--- config.mk ---
export PLATFORM = sky130hd
export DESIGN_NAME = dsaoc_ctrl
export DESIGN_NICKNAME = d
export VERILOG_FILES = /design/src/rtl/dsaoc_pkg.sv /design/src/rtl/dsaoc_ctrl.sv
export VERILOG_INCLUDE_DIRS = /design/src /design/src/rtl
export SDC_FILE = /design/constraint.sdc
export NUM_CORES = 1
export LEC_CHECK = 0
export ABC_AREA = 1
export BUFFER_PORTS_ARGS = -buffer_cell sky130_fd_sc_hd__buf_2
export CAP_MARGIN = 15
export CELL_PAD_IN_SITES_DETAIL_PLACEMENT = 0
export CELL_PAD_IN_SITES_GLOBAL_PLACEMENT = 2
export CORE_ASPECT_RATIO = 1.75
export CORE_MARGIN = 10
export CORE_UTILIZATION = 34
export DETAILED_ROUTE_END_ITERATION = 10
export PLACE_DENSITY = 0.78
export SLEW_MARGIN = 20
export SYNTH_ARGS = -nofsm -noshare
export SYNTH_HDL_FRONTEND = slang
export SYNTH_SLANG_ARGS = --single-unit
--- constraint.sdc ---
create_clock -name clk -period 1.8 [get_ports clk]
set_clock_uncertainty 0.2 [all_clocks]
set_input_delay 0.27 -clock clk [delete_from_list [all_inputs] [get_ports clk]]
set_output_delay 0.27 -clock clk [all_outputs]
set_load 0.05 [all_outputs]
--- src/rtl/dsaoc_regs.svh ---
// constants of the integrating converter control block: counts, timings
// assumes a 20 MHz system clock and a slow external conversion oscillator
`ifndef DSAOC_REGS_SVH
`define DSAOC_REGS_SVH

// conversion counts, in conversion clock ticks
`define DSAOC_FRAME_COUNTS 8192
`define DSAOC_INT_COUNTS   2048
`define DSAOC_DEINT_MAX    4096
`define DSAOC_HALT_EARLY   7

// crystal mode divides the buffered oscillator by this ratio
`define DSAOC_XTAL_DIV     58

// system clock period and load strobe width, in ns
`define DSAOC_CLK_NS       50
`define DSAOC_LOAD_NS      200
`define DSAOC_LOAD_CYC     ((`DSAOC_LOAD_NS + `DSAOC_CLK_NS - 1) / `DSAOC_CLK_NS)

// synchroniser reset: each pin at its idle level, so no false request follows reset
// bits: high_byte_enable_n, low_byte_enable_n, strobe, accept, comparator, mode, test, run, osc select
`define DSAOC_PIN_IDLE     9'h1e6

// mode pulse least width, in ns
`define DSAOC_MODE_PULSE_NS 50

`endif

--- src/rtl/dsaoc_pkg.sv ---
// types of the integrating converter control block
// assumes dsaoc_regs.svh carries the numeric constants
package dsaoc_pkg;

    typedef struct packed {
        logic        sign;
        logic        excess;
        logic [11:0] magnitude;
    } dsaoc_result_t;

    typedef enum logic [1:0] {
        DSAOC_PH_NULL,
        DSAOC_PH_INT,
        DSAOC_PH_REF
    } dsaoc_phase_t;

    typedef enum logic [2:0] {
        DSAOC_HS_IDLE,
        DSAOC_HS_WAIT_HI,
        DSAOC_HS_HI,
        DSAOC_HS_WAIT_LO,
        DSAOC_HS_LO
    } dsaoc_hs_t;

endpackage

--- src/rtl/dsaoc_ctrl.sv ---
// conversion sequencer and result port of a 12-bit integrating converter
// assumes pins arrive unsynchronised; the analog comparator is an input pin
`include "dsaoc_regs.svh"

// What this block does
// status high through integrate and deintegrate until latch
// status low during null phase
// sign high for positive, excess on overrange
// magnitude is 12-bit binary, bit 12 msb
// test low forces all result bits high; the code forces only the 12 magnitude bits, not sign or excess
// strobe and low enable low drive low byte
// strobe and high enable low drive high byte
// chip strobe gates result outputs in direct mode
// strobe high floats all result outputs
// mode high turns byte enables into flag outputs
// mode high drives chip strobe as load strobe
// mode low: strobe and enables are inputs; the code keeps them outputs until a handshake started by a mode pulse ends
// mode pulse sends latched result at once
// mode held high sends each finished conversion
// oscillator select low divides by 58
// oscillator select high uses oscillator directly
// run high converts every 8192 counts
// run low halts 7 counts before integrate
// receiver raises accept when it takes data
// integrate lasts 2048 counts then latches polarity
// high byte then low byte, each awaiting accept
module dsaoc_ctrl #(
    parameter int FRAME_COUNTS = `DSAOC_FRAME_COUNTS,
    parameter int INT_COUNTS   = `DSAOC_INT_COUNTS,
    parameter int DEINT_MAX    = `DSAOC_DEINT_MAX,
    parameter int HALT_EARLY   = `DSAOC_HALT_EARLY,
    parameter int XTAL_DIV     = `DSAOC_XTAL_DIV,
    parameter int LOAD_CYC     = `DSAOC_LOAD_CYC
) (
    input  wire logic                   clk,
    input  wire logic                   resetn,
    input  wire logic                   osc_buf,
    input  wire logic                   osc_sel,
    input  wire logic                   run,
    input  wire logic                   test_n,
    input  wire logic                   mode,
    input  wire logic                   comparator,
    input  wire logic                   accept,
    input  wire logic                   chip_strobe_n_in,
    output logic                        chip_strobe_n_out,
    output logic                        chip_strobe_n_oe,
    input  wire logic                   low_byte_enable_n_in,
    output logic                        low_byte_enable_n_out,
    output logic                        low_byte_enable_n_oe,
    input  wire logic                   high_byte_enable_n_in,
    output logic                        high_byte_enable_n_out,
    output logic                        high_byte_enable_n_oe,
    output dsaoc_pkg::dsaoc_result_t    result,
    output logic                        result_lo_oe,
    output logic                        result_hi_oe,
    output logic                        status
);

    localparam int CW = $clog2(FRAME_COUNTS);
    localparam int DW = $clog2(XTAL_DIV);
    localparam int LW = $clog2(LOAD_CYC + 1);

    initial begin
        if (FRAME_COUNTS < INT_COUNTS + DEINT_MAX + HALT_EARLY + 1 || DEINT_MAX > 4096 || XTAL_DIV < 2
            || LOAD_CYC < 1 || HALT_EARLY < 1) begin
            $error("dsaoc_ctrl: unsupported parameter values");
        end
    end

    // pins from outside the clock domain, two flops before any use
    localparam int NIN = 9;
    logic [NIN-1:0] pin_meta_q;
    logic [NIN-1:0] pin_sync_q;
    logic           osc_s;
    logic           osc_sel_s;
    logic           run_s;
    logic           test_n_s;
    logic           mode_s;
    logic           comp_s;
    logic           accept_s;
    logic           ce_n_s;
    logic           low_byte_enable_n_n_s;
    logic           high_byte_enable_n_n_s;

    always_ff @(posedge clk or negedge resetn) begin
        if (!resetn) begin
            pin_meta_q <= `DSAOC_PIN_IDLE;
            pin_sync_q <= `DSAOC_PIN_IDLE;
        end else begin
            pin_meta_q <= {high_byte_enable_n_in, low_byte_enable_n_in, chip_strobe_n_in, accept, comparator,
                           mode, test_n, run, osc_sel};
            pin_sync_q <= pin_meta_q;
        end
    end

    assign osc_sel_s = pin_sync_q[0];
    assign run_s     = pin_sync_q[1];
    assign test_n_s  = pin_sync_q[2];
    assign mode_s    = pin_sync_q[3];
    assign comp_s    = pin_sync_q[4];
    assign accept_s  = pin_sync_q[5];
    assign ce_n_s    = pin_sync_q[6];
    assign low_byte_enable_n_n_s  = pin_sync_q[7];
    assign high_byte_enable_n_n_s  = pin_sync_q[8];

    logic osc_meta_q;
    logic osc_sync_q;
    logic osc_prev_q;
    always_ff @(posedge clk or negedge resetn) begin
        if (!resetn) begin
            osc_meta_q <= 1'b0;
            osc_sync_q <= 1'b0;
            osc_prev_q <= 1'b0;
        end else begin
            osc_meta_q <= osc_buf;
            osc_sync_q <= osc_meta_q;
            osc_prev_q <= osc_sync_q;
        end
    end
    assign osc_s = osc_sync_q;

    // conversion tick: every oscillator rising edge, or every 58th rising edge with a crystal
    logic [DW-1:0] div_q;
    logic          tick_q;
    logic          osc_rise;
    assign osc_rise = osc_s & ~osc_prev_q;

    always_ff @(posedge clk or negedge resetn) begin
        if (!resetn) begin
            div_q  <= '0;
            tick_q <= 1'b0;
        end else begin
            tick_q <= 1'b0;
            if (osc_rise) begin
                if (osc_sel_s) begin
                    div_q  <= '0;
                    tick_q <= 1'b1;
                end else if (div_q == DW'(XTAL_DIV - 1)) begin
                    div_q  <= '0;
                    tick_q <= 1'b1;
                end else begin
                    div_q <= div_q + 1'b1;
                end
            end
        end
    end

    // phase sequencer; the frame counter spans one whole conversion
    dsaoc_pkg::dsaoc_phase_t phase_q;
    logic [CW-1:0]           cnt_q;
    logic [12:0]             ref_q;
    logic                    pol_q;
    logic                    done_q;
    dsaoc_pkg::dsaoc_result_t latched_q;

    always_ff @(posedge clk or negedge resetn) begin
        if (!resetn) begin
            phase_q   <= dsaoc_pkg::DSAOC_PH_NULL;
            cnt_q     <= '0;
            ref_q     <= '0;
            pol_q     <= 1'b0;
            done_q    <= 1'b0;
            latched_q <= '0;
        end else begin
            done_q <= 1'b0;
            if (tick_q) begin
                case (phase_q)
                    dsaoc_pkg::DSAOC_PH_NULL: begin
                        if (cnt_q == CW'(FRAME_COUNTS - 1)) begin
                            cnt_q   <= '0;
                            phase_q <= dsaoc_pkg::DSAOC_PH_INT;
                        end else if (!run_s && cnt_q == CW'(FRAME_COUNTS - HALT_EARLY)) begin
                            cnt_q <= cnt_q;
                        end else begin
                            cnt_q <= cnt_q + 1'b1;
                        end
                    end
                    dsaoc_pkg::DSAOC_PH_INT: begin
                        cnt_q <= cnt_q + 1'b1;
                        if (cnt_q == CW'(INT_COUNTS - 1)) begin
                            phase_q <= dsaoc_pkg::DSAOC_PH_REF;
                            pol_q   <= comp_s;
                            ref_q   <= '0;
                        end
                    end
                    dsaoc_pkg::DSAOC_PH_REF: begin
                        cnt_q <= cnt_q + 1'b1;
                        if (comp_s != pol_q) begin
                            // zero crossing: the count so far is the magnitude
                            latched_q.sign      <= pol_q;
                            latched_q.excess    <= 1'b0;
                            latched_q.magnitude <= ref_q[11:0];
                            phase_q             <= dsaoc_pkg::DSAOC_PH_NULL;
                            done_q              <= 1'b1;
                        end else if (ref_q == 13'(DEINT_MAX - 1)) begin
                            latched_q.sign      <= pol_q;
                            latched_q.excess    <= 1'b1;
                            latched_q.magnitude <= 12'hfff;
                            phase_q             <= dsaoc_pkg::DSAOC_PH_NULL;
                            done_q              <= 1'b1;
                        end else begin
                            ref_q <= ref_q + 1'b1;
                        end
                    end
                    default: begin
                        phase_q <= dsaoc_pkg::DSAOC_PH_NULL;
                    end
                endcase
            end
        end
    end

    // status follows the phase; the latch and the return to null coincide
    always_ff @(posedge clk or negedge resetn) begin
        if (!resetn) begin
            status <= 1'b0;
        end else begin
            status <= (phase_q != dsaoc_pkg::DSAOC_PH_NULL);
        end
    end

    // handshake sequencer; a mode pulse shorter than a clock may be missed
    dsaoc_pkg::dsaoc_hs_t hs_q;
    logic [LW-1:0]        load_q;
    logic                 mode_prev_q;
    logic                 hs_start;
    assign hs_start = (mode_s & ~mode_prev_q) | (mode_s & done_q);

    always_ff @(posedge clk or negedge resetn) begin
        if (!resetn) begin
            hs_q        <= dsaoc_pkg::DSAOC_HS_IDLE;
            load_q      <= '0;
            mode_prev_q <= 1'b0;
        end else begin
            mode_prev_q <= mode_s;
            case (hs_q)
                dsaoc_pkg::DSAOC_HS_IDLE: begin
                    if (hs_start) begin
                        hs_q <= dsaoc_pkg::DSAOC_HS_WAIT_HI;
                    end
                end
                dsaoc_pkg::DSAOC_HS_WAIT_HI: begin
                    if (accept_s) begin
                        hs_q   <= dsaoc_pkg::DSAOC_HS_HI;
                        load_q <= LW'(LOAD_CYC);
                    end
                end
                dsaoc_pkg::DSAOC_HS_HI: begin
                    load_q <= load_q - 1'b1;
                    if (load_q == LW'(1)) begin
                        hs_q <= dsaoc_pkg::DSAOC_HS_WAIT_LO;
                    end
                end
                dsaoc_pkg::DSAOC_HS_WAIT_LO: begin
                    if (accept_s) begin
                        hs_q   <= dsaoc_pkg::DSAOC_HS_LO;
                        load_q <= LW'(LOAD_CYC);
                    end
                end
                dsaoc_pkg::DSAOC_HS_LO: begin
                    load_q <= load_q - 1'b1;
                    if (load_q == LW'(1)) begin
                        hs_q <= dsaoc_pkg::DSAOC_HS_IDLE;
                    end
                end
                default: begin
                    hs_q <= dsaoc_pkg::DSAOC_HS_IDLE;
                end
            endcase
        end
    end

    // pin drive: in handshake the three control pins become outputs
    logic       hs_drive;
    logic       in_hi;
    logic       in_lo;
    logic [2:0] drv_hist_q;
    assign hs_drive = mode_s | (hs_q != dsaoc_pkg::DSAOC_HS_IDLE);
    assign in_hi    = (hs_q == dsaoc_pkg::DSAOC_HS_HI);
    assign in_lo    = (hs_q == dsaoc_pkg::DSAOC_HS_LO);

    always_ff @(posedge clk or negedge resetn) begin
        if (!resetn) begin
            chip_strobe_n_oe       <= 1'b0;
            chip_strobe_n_out      <= 1'b1;
            low_byte_enable_n_oe   <= 1'b0;
            low_byte_enable_n_out  <= 1'b1;
            high_byte_enable_n_oe  <= 1'b0;
            high_byte_enable_n_out <= 1'b1;
            drv_hist_q             <= 3'h0;
        end else begin
            drv_hist_q             <= {drv_hist_q[1:0], hs_drive};
            low_byte_enable_n_oe   <= hs_drive;
            high_byte_enable_n_oe  <= hs_drive;
            chip_strobe_n_oe       <= hs_drive;
            high_byte_enable_n_out <= ~in_hi;
            low_byte_enable_n_out  <= ~in_lo;
            chip_strobe_n_out      <= ~(in_hi | in_lo);
        end
    end

    // result pins; direct mode decodes the host's strobe and byte enables
    logic direct;
    // our own strobe and flags linger in the synchronisers for three clocks after release
    assign direct = ~hs_drive & ~|drv_hist_q;

    always_ff @(posedge clk or negedge resetn) begin
        if (!resetn) begin
            result       <= '0;
            result_lo_oe <= 1'b0;
            result_hi_oe <= 1'b0;
        end else begin
            result.sign      <= latched_q.sign;
            result.excess    <= latched_q.excess;
            result.magnitude <= test_n_s ? latched_q.magnitude : 12'hfff;
            result_lo_oe     <= (direct & ~ce_n_s & ~low_byte_enable_n_n_s) | in_lo;
            result_hi_oe     <= (direct & ~ce_n_s & ~high_byte_enable_n_n_s) | in_hi;
        end
    end

    // checks
    chk_status_null: assert property (@(posedge clk) disable iff (!resetn)
        phase_q == dsaoc_pkg::DSAOC_PH_NULL |=> !status)
        else $error("status high in null phase");
    chk_status_busy: assert property (@(posedge clk) disable iff (!resetn)
        phase_q != dsaoc_pkg::DSAOC_PH_NULL |=> status)
        else $error("status low while converting");
    chk_int_length: assert property (@(posedge clk) disable iff (!resetn)
        phase_q == dsaoc_pkg::DSAOC_PH_INT && tick_q && cnt_q == CW'(INT_COUNTS - 1)
        |=> phase_q == dsaoc_pkg::DSAOC_PH_REF && pol_q == $past(comp_s))
        else $error("integrate did not end at its count");
    chk_int_bound: assert property (@(posedge clk) disable iff (!resetn)
        phase_q == dsaoc_pkg::DSAOC_PH_INT |-> cnt_q < CW'(INT_COUNTS))
        else $error("integrate overran");
    chk_halt_point: assert property (@(posedge clk) disable iff (!resetn)
        !run_s && phase_q == dsaoc_pkg::DSAOC_PH_NULL && cnt_q == CW'(FRAME_COUNTS - HALT_EARLY)
        |=> $stable(cnt_q) && phase_q == dsaoc_pkg::DSAOC_PH_NULL)
        else $error("halt point not held");
    chk_test_force: assert property (@(posedge clk) disable iff (!resetn)
        !test_n_s |=> result.magnitude == 12'hfff)
        else $error("test input did not force bits high");
    chk_strobe_gate: assert property (@(posedge clk) disable iff (!resetn)
        direct && ce_n_s |=> !result_lo_oe && !result_hi_oe)
        else $error("outputs enabled with strobe high");
    chk_low_enable: assert property (@(posedge clk) disable iff (!resetn)
        direct && !ce_n_s && !low_byte_enable_n_n_s |=> result_lo_oe)
        else $error("low byte not enabled");
    chk_high_enable: assert property (@(posedge clk) disable iff (!resetn)
        direct && !ce_n_s && !high_byte_enable_n_n_s |=> result_hi_oe)
        else $error("high byte not enabled");
    chk_mode_pins: assert property (@(posedge clk) disable iff (!resetn)
        mode_s |=> chip_strobe_n_oe && low_byte_enable_n_oe && high_byte_enable_n_oe)
        else $error("control pins not driven in handshake mode");
    chk_accept_wait: assert property (@(posedge clk) disable iff (!resetn)
        hs_q == dsaoc_pkg::DSAOC_HS_WAIT_LO && !accept_s |=> hs_q == dsaoc_pkg::DSAOC_HS_WAIT_LO)
        else $error("byte sent without accept");
    chk_pulse_entry: assert property (@(posedge clk) disable iff (!resetn)
        hs_q == dsaoc_pkg::DSAOC_HS_IDLE && mode_s && !mode_prev_q |=> hs_q == dsaoc_pkg::DSAOC_HS_WAIT_HI)
        else $error("mode pulse did not start handshake");

endmodule // dsaoc_ctrl

==> out/metrics.cfg, run 1 <==
[synthesis]
asyncSetResetFlopFracSynth_pct = 100.0
netlist-cell-type-count = 35
average_footprint_of_a_synthesized_cell_um2 = 9.033
ys.flop_type = dfrtp_1
synth.ff_latch_count = 102
ys_seq_area_share_pct = 56.36
yosys_warnings = 0
cell_count_after_synthesis = 505
synth_fp_nets = 529
synth-edff-count = 0
post_synth_instance_area_um2 = 4562

[run_status]
run_status = finished, final reports clean

[die]
row_count = 56
dieHeight_um = 173.2
floorplan.die_area_um2 = 18630
io_pins = 35
placeableCoreArea_um2 = 13310
initial_core_util_pct = 34.27
die_width_um = 107.6

[setup_path]
timing.critical_path.mode_cell = nand4_1
crit_required_ps = 1830
cpLargestDelayFamily = simple AND/OR/NAND/NOR gates
critical_path_peak_fanout = 7
path_depth = 8
rr_worst_depth = 8
worst-setup-path-type = flip-flop to flip-flop
worstSetupStartpointType = flip-flop
worstSetupStartpoint = cnt_q[0]
cp_slowest_stage_delay_ps = 370
endpoint_kind = flip-flop
path_cells = buf_4 > ha_1 > nand4_1 > nor2_1 > nand4_1 > nand2_4 > clkbuf_16 > o21ai_1
cp-endpoint = cnt_q[3]
critical_path_buffer_and_inverter_count = 2
reg_to_reg_startpoint = cnt_q[0]
worstPathArrival_ps = 1800
timing.reg2reg.setup_slack_ps = 40
critical-path-slowest-cell = dfrtp_1
timing.rr.end = cnt_q[3]

[clock_network]
maximum_root_to_sink_buffer_count = 2
htree_levels = 3
root_buffer_cell = clkbuf_16
cts.clk_slew.worst_paths_ps = 70
tritoncts_clock_tree = built
clock_insertion_delay_worst_skew_ps = 350
tritoncts.num_buffers = 9
cts_sinks = 102

[sta]
slew_violations = 0
timing.hold.ws_ps = 149.6
finalHoldViolations = 0
finalWorstSetupSlack_ps = 36.22
grt_setup_unrepaired = true
final-setup-viol-count = 0
finalCritPeriodShare_pct = 97.99
fmax_mhz = 567.0
tightestPinTransition_ps = 380.4
finalCriticalPeriod_ps = 1764
relSlewSlack_pct = 74.45

[pwr]
worst_ir_drop_vdd_uv = 475.7
design_power_total_mw = 5.736
power_per_cell_area_nw_per_um2 = 973.7
p_leak_nw = 2.817

[final_layout]
commonest_cells_after_routing_fill_and_taps_aside = nand2_1 (140), dfrtp_1 (86), inv_1 (55)
antenna_cells_inserted = 0
post_route_cells_drive_above_1_share_pct = 27.74
layout.cells.most_common = nand2_1
num-nets-final = 621
syn_to_final_growth_pct = 29.13

[placement]
place.detailed.hpwl_um = 7314
detailedPlace.worstSlack_ps = -131.3
port-buffer-count = 34
globalplace.congestion = 0.8038

[route]
count_of_tritonroute_iterations_in_the_first_routing_pass = 4
avgRoutedWirePerCell_um = 12.63
detail_route.drc_violations = 0
dr_total_vias = 3420
drt_iter0_markers = 122
drt.antenna.violating_nets = 0
via_per_inst = 4.407
route.final.wire_length_um = 9797

[global_routing]
grt_pass1_vias = 3470
grtUsageTotal_pct = 10.86
pin_count_of_the_biggest_net_entering_global_routing = 31
number_of_antenna_violations_at_the_first_check_in_global_routing = 0
wire_length_of_the_first_global_routing_pass_um = 16520
gr-total-overflow = 0

[hold_path]
hold_path.class = input port to async pin

[run]
drv_cap = 0

[sequential cells by signal, summed over array words and instances (netlist names), 2 cells and up]
register    cells
latched_q      14
hs_q            3
cnt_q          13
div_q           6
drv_hist_q      3
load_q          3
result         14
ref_q          13
pin_meta_q      9
phase_q         2
pin_sync_q      9
[cells in the mapped netlist, drive strengths merged, types with 2 or more instances]
cell type    n  share of area (%)
a21oi        3               0.33
buf          8                1.5
clkbuf       4               0.36
dfrtp       87                 48
dfstp       15                8.6
ha          12                3.3
inv         57                4.7
nand2      159                 14
nand3       26                2.9
nand3b       4               0.66
nand4        8                1.1
nor2        50                5.3
nor3         5               0.55
nor3b        2               0.33
o21ai       40                4.8
o21bai       3               0.49
o22ai        2               0.27
or2          2               0.27
xnor2        5               0.96
xor2         9                1.7
[how the worst min path moves through the flow]
stage / to / cells past startpoint / slack (ps)
CTS: pin_sync_q[3] / 0 / 150
floorplan: cnt_q[0] / 0 / -230
global route: pin_sync_q[2] / 0 / 160
detailed placement: cnt_q[5] / 1 / -10
finish: cnt_q[5] / 2 / 150
global placement: cnt_q[5] / 1 / -6
[report_power, final]
| group | internal [mW] | switching, mW | leakage [nW] |
|---|---|---|---|
| registers | 2.52 | 0.140 | 1.29 |
| clock network | 1.00 | 0.991 | 0.153 |
| logic | 0.347 | 0.732 | 1.37 |
| total | 3.87 | 1.86 | 2.82 |
[final cells by class]
class                   instances  area (um2)
clock buffers                   9       225.2
multi-input cells             334        1849
clock inverters                 7       93.84
repair buffers                 93       718.2
fillers                      1320        7422
inverters                      57       214.0
well taps                     174       217.7
flip-flops and latches        102        2572
[timing repair]
item,4_1_cts,5_1_grt
endpoints found under the setup margin,32,44
cloned,0,1
endpoints found under the hold margin,100,0
gates resized for setup,10,42
pin swaps,4,13
buffers inserted,4,2
hold buffers,11,0
[kinds of logic after synthesis]
family / after synthesis / share of synthesized area, %
DFF: 102 / 56.36
xor gates and xnor gates: 14 / 2.688
AOI/OAI and AO/OA: 50 / 6.226
and+or+nand+nor: 258 / 24.85
adders and majority gates: 12 / 3.291
buffers and inverters: 69 / 6.582
[routing by layer]
metal | global-route usage (%) | wire [um] | vias to the layer above
met5 | 0 | 0 | -
met4 | 4.139 | 172 | 0
met3 | 2.569 | 247 | 12
met2 | 19.18 | 5291 | 31
met1 | 12.09 | 4085 | 1613
li1 | - | - | 1764
[worst reg2reg max path: cells and delay by family (launching register included)]
family | cells | cell delay (ps)
flops | 1 | 370
buf+inv | 2 | 300
compound gates | 1 | 70
simple gates | 4 | 580
fa+ha+maj | 1 | 140
[per-stage QoR]
step	util (%)	instances	setup TNS [ps]	instance area [um2]
after detailed placement	39.35	742	-655.9	5239
after CTS	43.13	773	-16.78	5742
final	44.25	776	0	5891
after floorplan	-	505	-240.2	4577
after global placement	39.35	742	-189.6	5239
after global routing	44.25	776	-1159	5891
Power figures use the tool's default switching activity.
==> run 2: changes to the inputs <==
--- a/config.mk
+++ b/config.mk
@@ -6,15 +6,16 @@
 export SDC_FILE = /design/constraint.sdc
 export NUM_CORES = 1
 export LEC_CHECK = 0
-export ABC_AREA = 1
+export ABC_AREA = 0
 export BUFFER_PORTS_ARGS = -buffer_cell sky130_fd_sc_hd__buf_2
 export CAP_MARGIN = 15
 export CELL_PAD_IN_SITES_DETAIL_PLACEMENT = 0
 export CELL_PAD_IN_SITES_GLOBAL_PLACEMENT = 2
 export CORE_ASPECT_RATIO = 1.75
 export CORE_MARGIN = 10
-export CORE_UTILIZATION = 34
+export CORE_UTILIZATION = 36
 export DETAILED_ROUTE_END_ITERATION = 10
+export GPL_ROUTABILITY_DRIVEN = 0
 export PLACE_DENSITY = 0.78
 export SLEW_MARGIN = 20
 export SYNTH_ARGS = -nofsm -noshare
==> run 2 against run 1 <==
Against the previous run:
- the run now ends with setup timing left
- worst setup slack got worse by 330 ps
- core utilization rose by 5.5 points
- routed wire length fell by 7.7%
- maximum frequency fell by 16%
- global-route usage rose by 0.64 points
- synthesized cell count fell by 22%
- first-iteration DRC count fell by 18%
- worst hold slack got worse by 10 ps
- power rose by 1.6%
- die area fell by 8.4%
- critical path type unchanged
- critical path depth fell by 2
- clock power fell by 4%
==> out/metrics.cfg, run 2 <==
[hold_path]
hold_path.class = input port to async pin

[clock_network]
cts_sinks = 102  ; unchanged
htree_levels = 3  ; unchanged
tritoncts.num_buffers = 9  ; unchanged
maximum_root_to_sink_buffer_count = 2  ; unchanged
root_buffer_cell = clkbuf_16
cts.clk_slew.worst_paths_ps = 70  ; about the same
tritoncts_clock_tree = built
clock_insertion_delay_worst_skew_ps = 340  ; about the same

[synthesis]
synth-edff-count = 0  ; unchanged
ys.flop_type = dfrtp_1
post_synth_instance_area_um2 = 4352  ; -4.6%
average_footprint_of_a_synthesized_cell_um2 = 10.99  ; +22%
netlist-cell-type-count = 57  ; +63%
yosys_warnings = 0  ; unchanged
yosys.area.top_type = dfrtp_1
ys_seq_area_share_pct = 59.09  ; +2.7 points
synth.top_cell.area_share_pct = 50.03  ; +2.3 points
netlist_top_cells_area = dfrtp_1 (50%), dfstp_2 (9.1%), nand2_1 (3.6%)
synthMostInstantiatedCell = dfrtp_1
synth_fp_nets = 420  ; -21%
cell_count_after_synthesis = 396  ; -22%
synthTopCellsByCount = dfrtp_1 (87), nand2_1 (42), nor2_1 (35)
asyncSetResetFlopFracSynth_pct = 100.0  ; unchanged
synth.ff_latch_count = 102  ; unchanged

[sta]
fmax_mhz = 478.7  ; -16%
tightestPinTransition_ps = 312.1  ; -68.26 ps
timing.hold.ws_ps = 139.5  ; -10.07 ps
finalWorstSetupSlack_ps = -289.0  ; -325.2 ps
finalHoldViolations = 0  ; unchanged
finalCritPeriodShare_pct = 116.1  ; +18 points
finalCriticalPeriod_ps = 2089  ; +325.2 ps
slew_violations = 0  ; unchanged
grt_setup_unrepaired = true
relSlewSlack_pct = 79.02  ; +4.6 points
timing.setup.tns_ps = -5476  ; -5476 ps
final-setup-viol-count = 34  ; +34

[placement]
port-buffer-count = 34  ; unchanged
dpl_cell_area_um2 = 5295  ; +1.1%
place.detailed.hpwl_um = 6732  ; -8.0%

[route]
detail_route.drc_violations = 0  ; unchanged
met1_routed_wirelength_after_detailed_routing_um = 3466  ; -15%
dr_total_vias = 3226  ; -5.7%
wl_met3_um = 286  ; +16%
drt_iter0_markers = 100  ; -18%
via_per_inst = 4.829  ; +9.6%
highest_layer = met4
avgRoutedWirePerCell_um = 13.53  ; +7.2%
detailroute.wirelength.met2_um = 5162  ; -2.4%
count_of_tritonroute_iterations_in_the_first_routing_pass = 4  ; unchanged
drt.antenna.violating_nets = 0  ; unchanged
route.final.wire_length_um = 9041  ; -7.7%

[final_layout]
layout.cells.most_common = dfrtp_1
filler_cell_count = 1138  ; -14%
reg.largest.list = latched_q: 14 flops, result: 14 flops
num-nets-final = 550  ; -11%
commonest_cells_after_routing_fill_and_taps_aside = dfrtp_1 (87), buf_4 (76), nand2_1 (37)
syn_to_final_growth_pct = 36.34
post_route_cells_drive_above_1_share_pct = 37.85  ; +10 points
antenna_cells_inserted = 0  ; unchanged
fin_area_um2 = 5933  ; +0.72%

[die]
dieHeight_um = 165.4  ; -4.5%
io_pins = 35  ; unchanged
initial_core_util_pct = 36.46  ; +2.2 points
placeableCoreArea_um2 = 11940  ; -10%
row_count = 53  ; -5.4%
die_width_um = 103.1  ; -4.1%
floorplan.die_area_um2 = 17060  ; -8.4%

[setup_path]
cp_slowest_stage_delay_ps = 540  ; +170 ps
crit_required_ps = 1820  ; about the same
worst-setup-path-type = flip-flop to flip-flop
critical-path-slowest-cell = or4_4
reg_to_reg_startpoint = ref_q[1]
worstSetupStartpointType = flip-flop
timing.rr.end = phase_q[1]
timing.reg2reg.setup_slack_ps = -290  ; -330 ps
critical_path_peak_fanout = 2  ; -5
path_cells = ha_2 > nand3_2 > or4_4 > nand2_4 > and4_4 > mux2_4
endpoint_kind = flip-flop
rr_worst_depth = 6  ; -2
worstPathArrival_ps = 2110  ; +310 ps

[pwr]
power_per_cell_area_nw_per_um2 = 982.2  ; +0.87%
design_power_total_mw = 5.827  ; +1.6%
p_leak_nw = 2.823  ; +0.21%
worst_ir_drop_vdd_uv = 504.0  ; +6.0%

[global_routing]
grtUsageTotal_pct = 11.50  ; +0.64 points
gr-total-overflow = 0  ; unchanged
number_of_antenna_violations_at_the_first_check_in_global_routing = 0  ; unchanged
pin_count_of_the_biggest_net_entering_global_routing = 50  ; +61%
wire_length_of_the_first_global_routing_pass_um = 15630  ; -5.4%
grt_pass1_vias = 3393  ; -2.2%

[run_status]
violations = setup timing
run_status = finished, violations left

[run]
drv_cap = 0  ; unchanged

-- run 2: cell types whose count changed after synthesis, sizes merged, moves of 6 or more --
| cell | delta |
|---|---|
| nand2 | -116 |
| inv | -43 |
| nand2b | +18 |
| nor2 | -15 |
| nand3 | -13 |
| and2 | +12 |
| a21oi | +7 |
| mux2 | +7 |
| a22o | +6 |
| and3 | +6 |
| nor2b | +6 |
| o21ai | -6 |
| xor2 | -6 |
-- run 2: kinds of logic after synthesis --
logic type | after synthesis | synth area share [%]
AND/OR/NAND/NOR | 162 | 19.26
AO/OA/AOI/OAI | 76 | 11.44
multiplexers | 8 | 2.214
buffers and inverters | 27 | 2.731
XOR/XNOR | 9 | 1.811
adder cells (fa/ha/maj) | 12 | 3.450
flip-flops | 102 | 59.09
-- run 2: layout make-up --
cell class / instances / area, um2 / share of cell area [%]
Multi-Input combinational cell: 267 / 1832 / 30.87
Clock buffer: 11 / 254.0 / 4.281
Timing Repair Buffer: 132 / 1007 / 16.98
Inverter: 14 / 52.55 / 0.8857
Tap cell: 137 / 171.4 / 2.889
Clock inverter: 5 / 45.04 / 0.7592
Sequential cell: 102 / 2571 / 43.34
-- run 2: worst max-delay path by stage --
stage	cells past startpoint	endpoint	slack (ps)	from
2_1_floorplan	6	phase_q[0]	-380	ref_q[0]
3_3_place_gp	6	phase_q[0]	-250	ref_q[0]
3_5_place_dp	6	phase_q[0]	-290	ref_q[0]
4_1_cts	6	phase_q[0]	-290	ref_q[1]
5_1_grt	6	phase_q[0]	-360	ref_q[1]
6_report	6	phase_q[1]	-290	ref_q[1]
-- run 2: critical path, delay by kind of cell (launching register included) --
kind / cells / cell delay, ps
DFF: 1 / 360
and+or+nand+nor: 4 / 920
adders and majority gates: 1 / 190
muxes: 1 / 290
-- run 2: what timing repair did --
| item | CTS | global route |
|---|---|---|
| gates resized for setup | 20 | 23 |
| endpoints found under the hold margin | 100 | 0 |
| endpoints found under the setup margin | 40 | 45 |
| buffers inserted | 5 | 5 |
| hold buffers | 11 | 0 |
| pin swaps | 9 | 15 |
-- run 2: per-stage QoR --
step	cells	setup WS, ps	utilization [%]
5_1_grt	668	-362.2	49.71
6_report	668	-289.0	49.71
4_1_cts	663	-294.6	48.72
3_5_place_dp	631	-292.7	44.36
3_3_place_gp	631	-253.4	44.36
2_1_floorplan	396	-383.5	-
-- run 2: where the power goes --
part,switching [mW],internal [mW],total [mW],leakage (nW)
combinational,0.725,0.532,1.26,1.39
clock,0.860,1.05,1.91,0.144
sequential,0.141,2.52,2.66,1.29
total,1.73,4.10,5.83,2.82
-- run 2: layer usage --
metal	GRT usage (%)	vias to the layer above
met5	0	-
met3	2.541	11
met4	4.257	0
met2	21.65	28
met1	11.88	1555
li1	-	1632
==> run 3: changes to the inputs <==
--- a/config.mk
+++ b/config.mk
@@ -17,6 +17,7 @@
 export DETAILED_ROUTE_END_ITERATION = 10
 export GPL_ROUTABILITY_DRIVEN = 0
 export PLACE_DENSITY = 0.78
+export RECOVER_POWER = 50
 export SLEW_MARGIN = 20
 export SYNTH_ARGS = -nofsm -noshare
 export SYNTH_HDL_FRONTEND = slang
==> run 3 against run 2 <==
Against the previous run:
- the run still ends with setup timing left
- design area is 0.34% lower
- non-clock buffer count did not move
- cell count unchanged
- critical path depth is the same
- clock power is essentially flat
- worst hold slack improved by 9.9 ps
- sequential cell count unchanged
- register-to-register slack barely moved
- sequential power hardly changed
- worst setup slack gained 1.1 ps
==> out/metrics.cfg, run 3 (same netlist as run 2, synthesis figures left out) <==
[run_status]
run_status = finished, violations left
violations = setup timing

[placement]
place.detailed.hpwl_um = 6732  ; unchanged
detailedPlace.worstSlack_ps = -292.7  ; unchanged
dpl_cell_area_um2 = 5295  ; unchanged
port-buffer-count = 34  ; unchanged

[final_layout]
sequential_cell_area_um2 = 2571  ; unchanged
filler_cell_count = 1139  ; +0.088%
commonest_cells_after_routing_fill_and_taps_aside = dfrtp_1 (87), buf_4 (73), nand2_1 (37)
syn_to_final_growth_pct = 35.88
post_route_cells_drive_above_1_share_pct = 37.29  ; -0.56 points
post-route-util_pct = 49.54  ; -0.17 points
antenna_cells_inserted = 0  ; unchanged
multiInputGateArea_um2 = 1829  ; -0.14%
reg.largest.list = latched_q: 14 flops, result: 14 flops
layout.cells.most_common = dfrtp_1
fin_area_um2 = 5913  ; -0.34%
num-nets-final = 550  ; unchanged

[route]
drt.antenna.violating_nets = 0  ; unchanged
avgRoutedWirePerCell_um = 13.53  ; unchanged
detail_route.drc_violations = 0  ; unchanged
count_of_tritonroute_iterations_in_the_first_routing_pass = 4  ; unchanged
route.final.wire_length_um = 9041  ; unchanged
dr_total_vias = 3229  ; +0.093%
drt_iter0_markers = 99  ; -1.0%
via_per_inst = 4.834  ; about the same

[sta]
final-setup-viol-count = 39  ; +15%
finalCriticalPeriod_ps = 2088  ; -1.142 ps
fmax_mhz = 479.0  ; about the same
relSlewSlack_pct = 66.30  ; -13 points
finalHoldViolations = 0  ; unchanged
finalWorstSetupSlack_ps = -287.8  ; +1.142 ps
slew_violations = 0  ; unchanged
finalCritPeriodShare_pct = 116.0  ; about the same
timing.setup.tns_ps = -5690  ; -214.0 ps
tightestPinTransition_ps = 505.5  ; +193.4 ps
grt_setup_unrepaired = true

[setup_path]
worstSetupStartpointType = flip-flop
timing.rr.end = phase_q[1]
critical_path_peak_fanout = 2  ; unchanged
endpoint_kind = flip-flop
timing.reg2reg.setup_slack_ps = -290  ; about the same
rr_worst_depth = 6  ; unchanged
worst-setup-path-type = flip-flop to flip-flop
worstPathArrival_ps = 2110  ; about the same
reg_to_reg_startpoint = ref_q[1]
crit_required_ps = 1820  ; about the same

[clock_network]
htree_levels = 3  ; unchanged
maximum_root_to_sink_buffer_count = 2  ; unchanged
cts_sinks = 102  ; unchanged
cts.clk_slew.worst_paths_ps = 70  ; about the same
clock_insertion_delay_worst_skew_ps = 340  ; about the same
root_buffer_cell = clkbuf_16
tritoncts.num_buffers = 9  ; unchanged
tritoncts_clock_tree = built

[global_routing]
global_route.peak_usage_layer = met2
gr-total-overflow = 0  ; unchanged
grtUsageTotal_pct = 11.50  ; unchanged
number_of_antenna_violations_at_the_first_check_in_global_routing = 0  ; unchanged
met1_usage_pct = 11.88  ; unchanged
use_met2_pct = 21.65  ; unchanged
pin_count_of_the_biggest_net_entering_global_routing = 50  ; unchanged
wire_length_of_the_first_global_routing_pass_um = 15630  ; unchanged
grt_pass1_vias = 3393  ; unchanged
grtUsageMet3_pct = 2.541  ; unchanged

[die]
floorplan.die_area_um2 = 17060  ; unchanged
placeableCoreArea_um2 = 11940  ; unchanged
io_pins = 35  ; unchanged
dieHeight_um = 165.4  ; unchanged
initial_core_util_pct = 36.46  ; unchanged
die_width_um = 103.1  ; unchanged
row_count = 53  ; unchanged

[hold_path]
hold_path.class = flip-flop to flip-flop
holdPathStages = 0
hold_path_startpoint = osc_meta_q
min_delay_worst_endpoint = osc_s

[run]
drv_cap = 0  ; unchanged

[pwr]
p_leak_nw = 2.811  ; -0.40%
power_per_cell_area_nw_per_um2 = 981.0  ; -0.12%
worst_ir_drop_vdd_uv = 503.7  ; about the same
design_power_total_mw = 5.801  ; -0.46%

## run 3: routing by layer
layer,vias to the layer above,part of all wire (%),wire (um)
li1,1632,-,-
met1,1552,38,3472
met2,33,57,5145
met3,12,3.2,292
met4,0,1.4,131
met5,-,0,0
## run 3: worst max path at each step
| stage | start | to |
|---|---|---|
| floorplan | ref_q[0] | phase_q[0] |
| global placement | ref_q[0] | phase_q[0] |
| detailed placement | ref_q[0] | phase_q[0] |
| CTS | ref_q[1] | phase_q[0] |
| global route | ref_q[1] | phase_q[0] |
| finish | ref_q[1] | phase_q[1] |
## run 3: power breakdown
part           internal, mW  switching, mW
Combinational         0.507          0.723
Clock                  1.05          0.862
Sequential             2.52          0.140
Total                  4.08           1.72
## run 3: layout make-up
cell class	instances	share of cell area (%)
flip-flops and latches	102	43.48
multi-input cells	267	30.94
repair buffers	132	16.74
clock inverters	5	0.7617
clock buffers	11	4.295
inverters	14	0.8887
well taps	137	2.899
## run 3: timing repair
item                                    CTS  global route
pin swaps                                 9            15
gates cloned                              0             0
hold buffers                             11             0
resized for setup                        20            23
endpoints found under the setup margin   40            45
endpoints found under the hold margin   100             0
setup buffers                             5             5
## run 3: stage by stage
| stage | hold WS, ps | instances |
|---|---|---|
| after floorplan | -225.6 | 396 |
| after global placement | -26.70 | 631 |
| after detailed placement | -25.09 | 631 |
| after CTS | 153.2 | 663 |
| after global routing | 159.7 | 668 |
| final | 149.3 | 668 |
## run 3: worst max-delay path, stage by stage, from the launching register on
cell and delay, ps:
dfrtp_1 360, ha_2 190, nand3_2 80, or4_4 540, nand2_4 70, and4_4 230
mux2_4 290
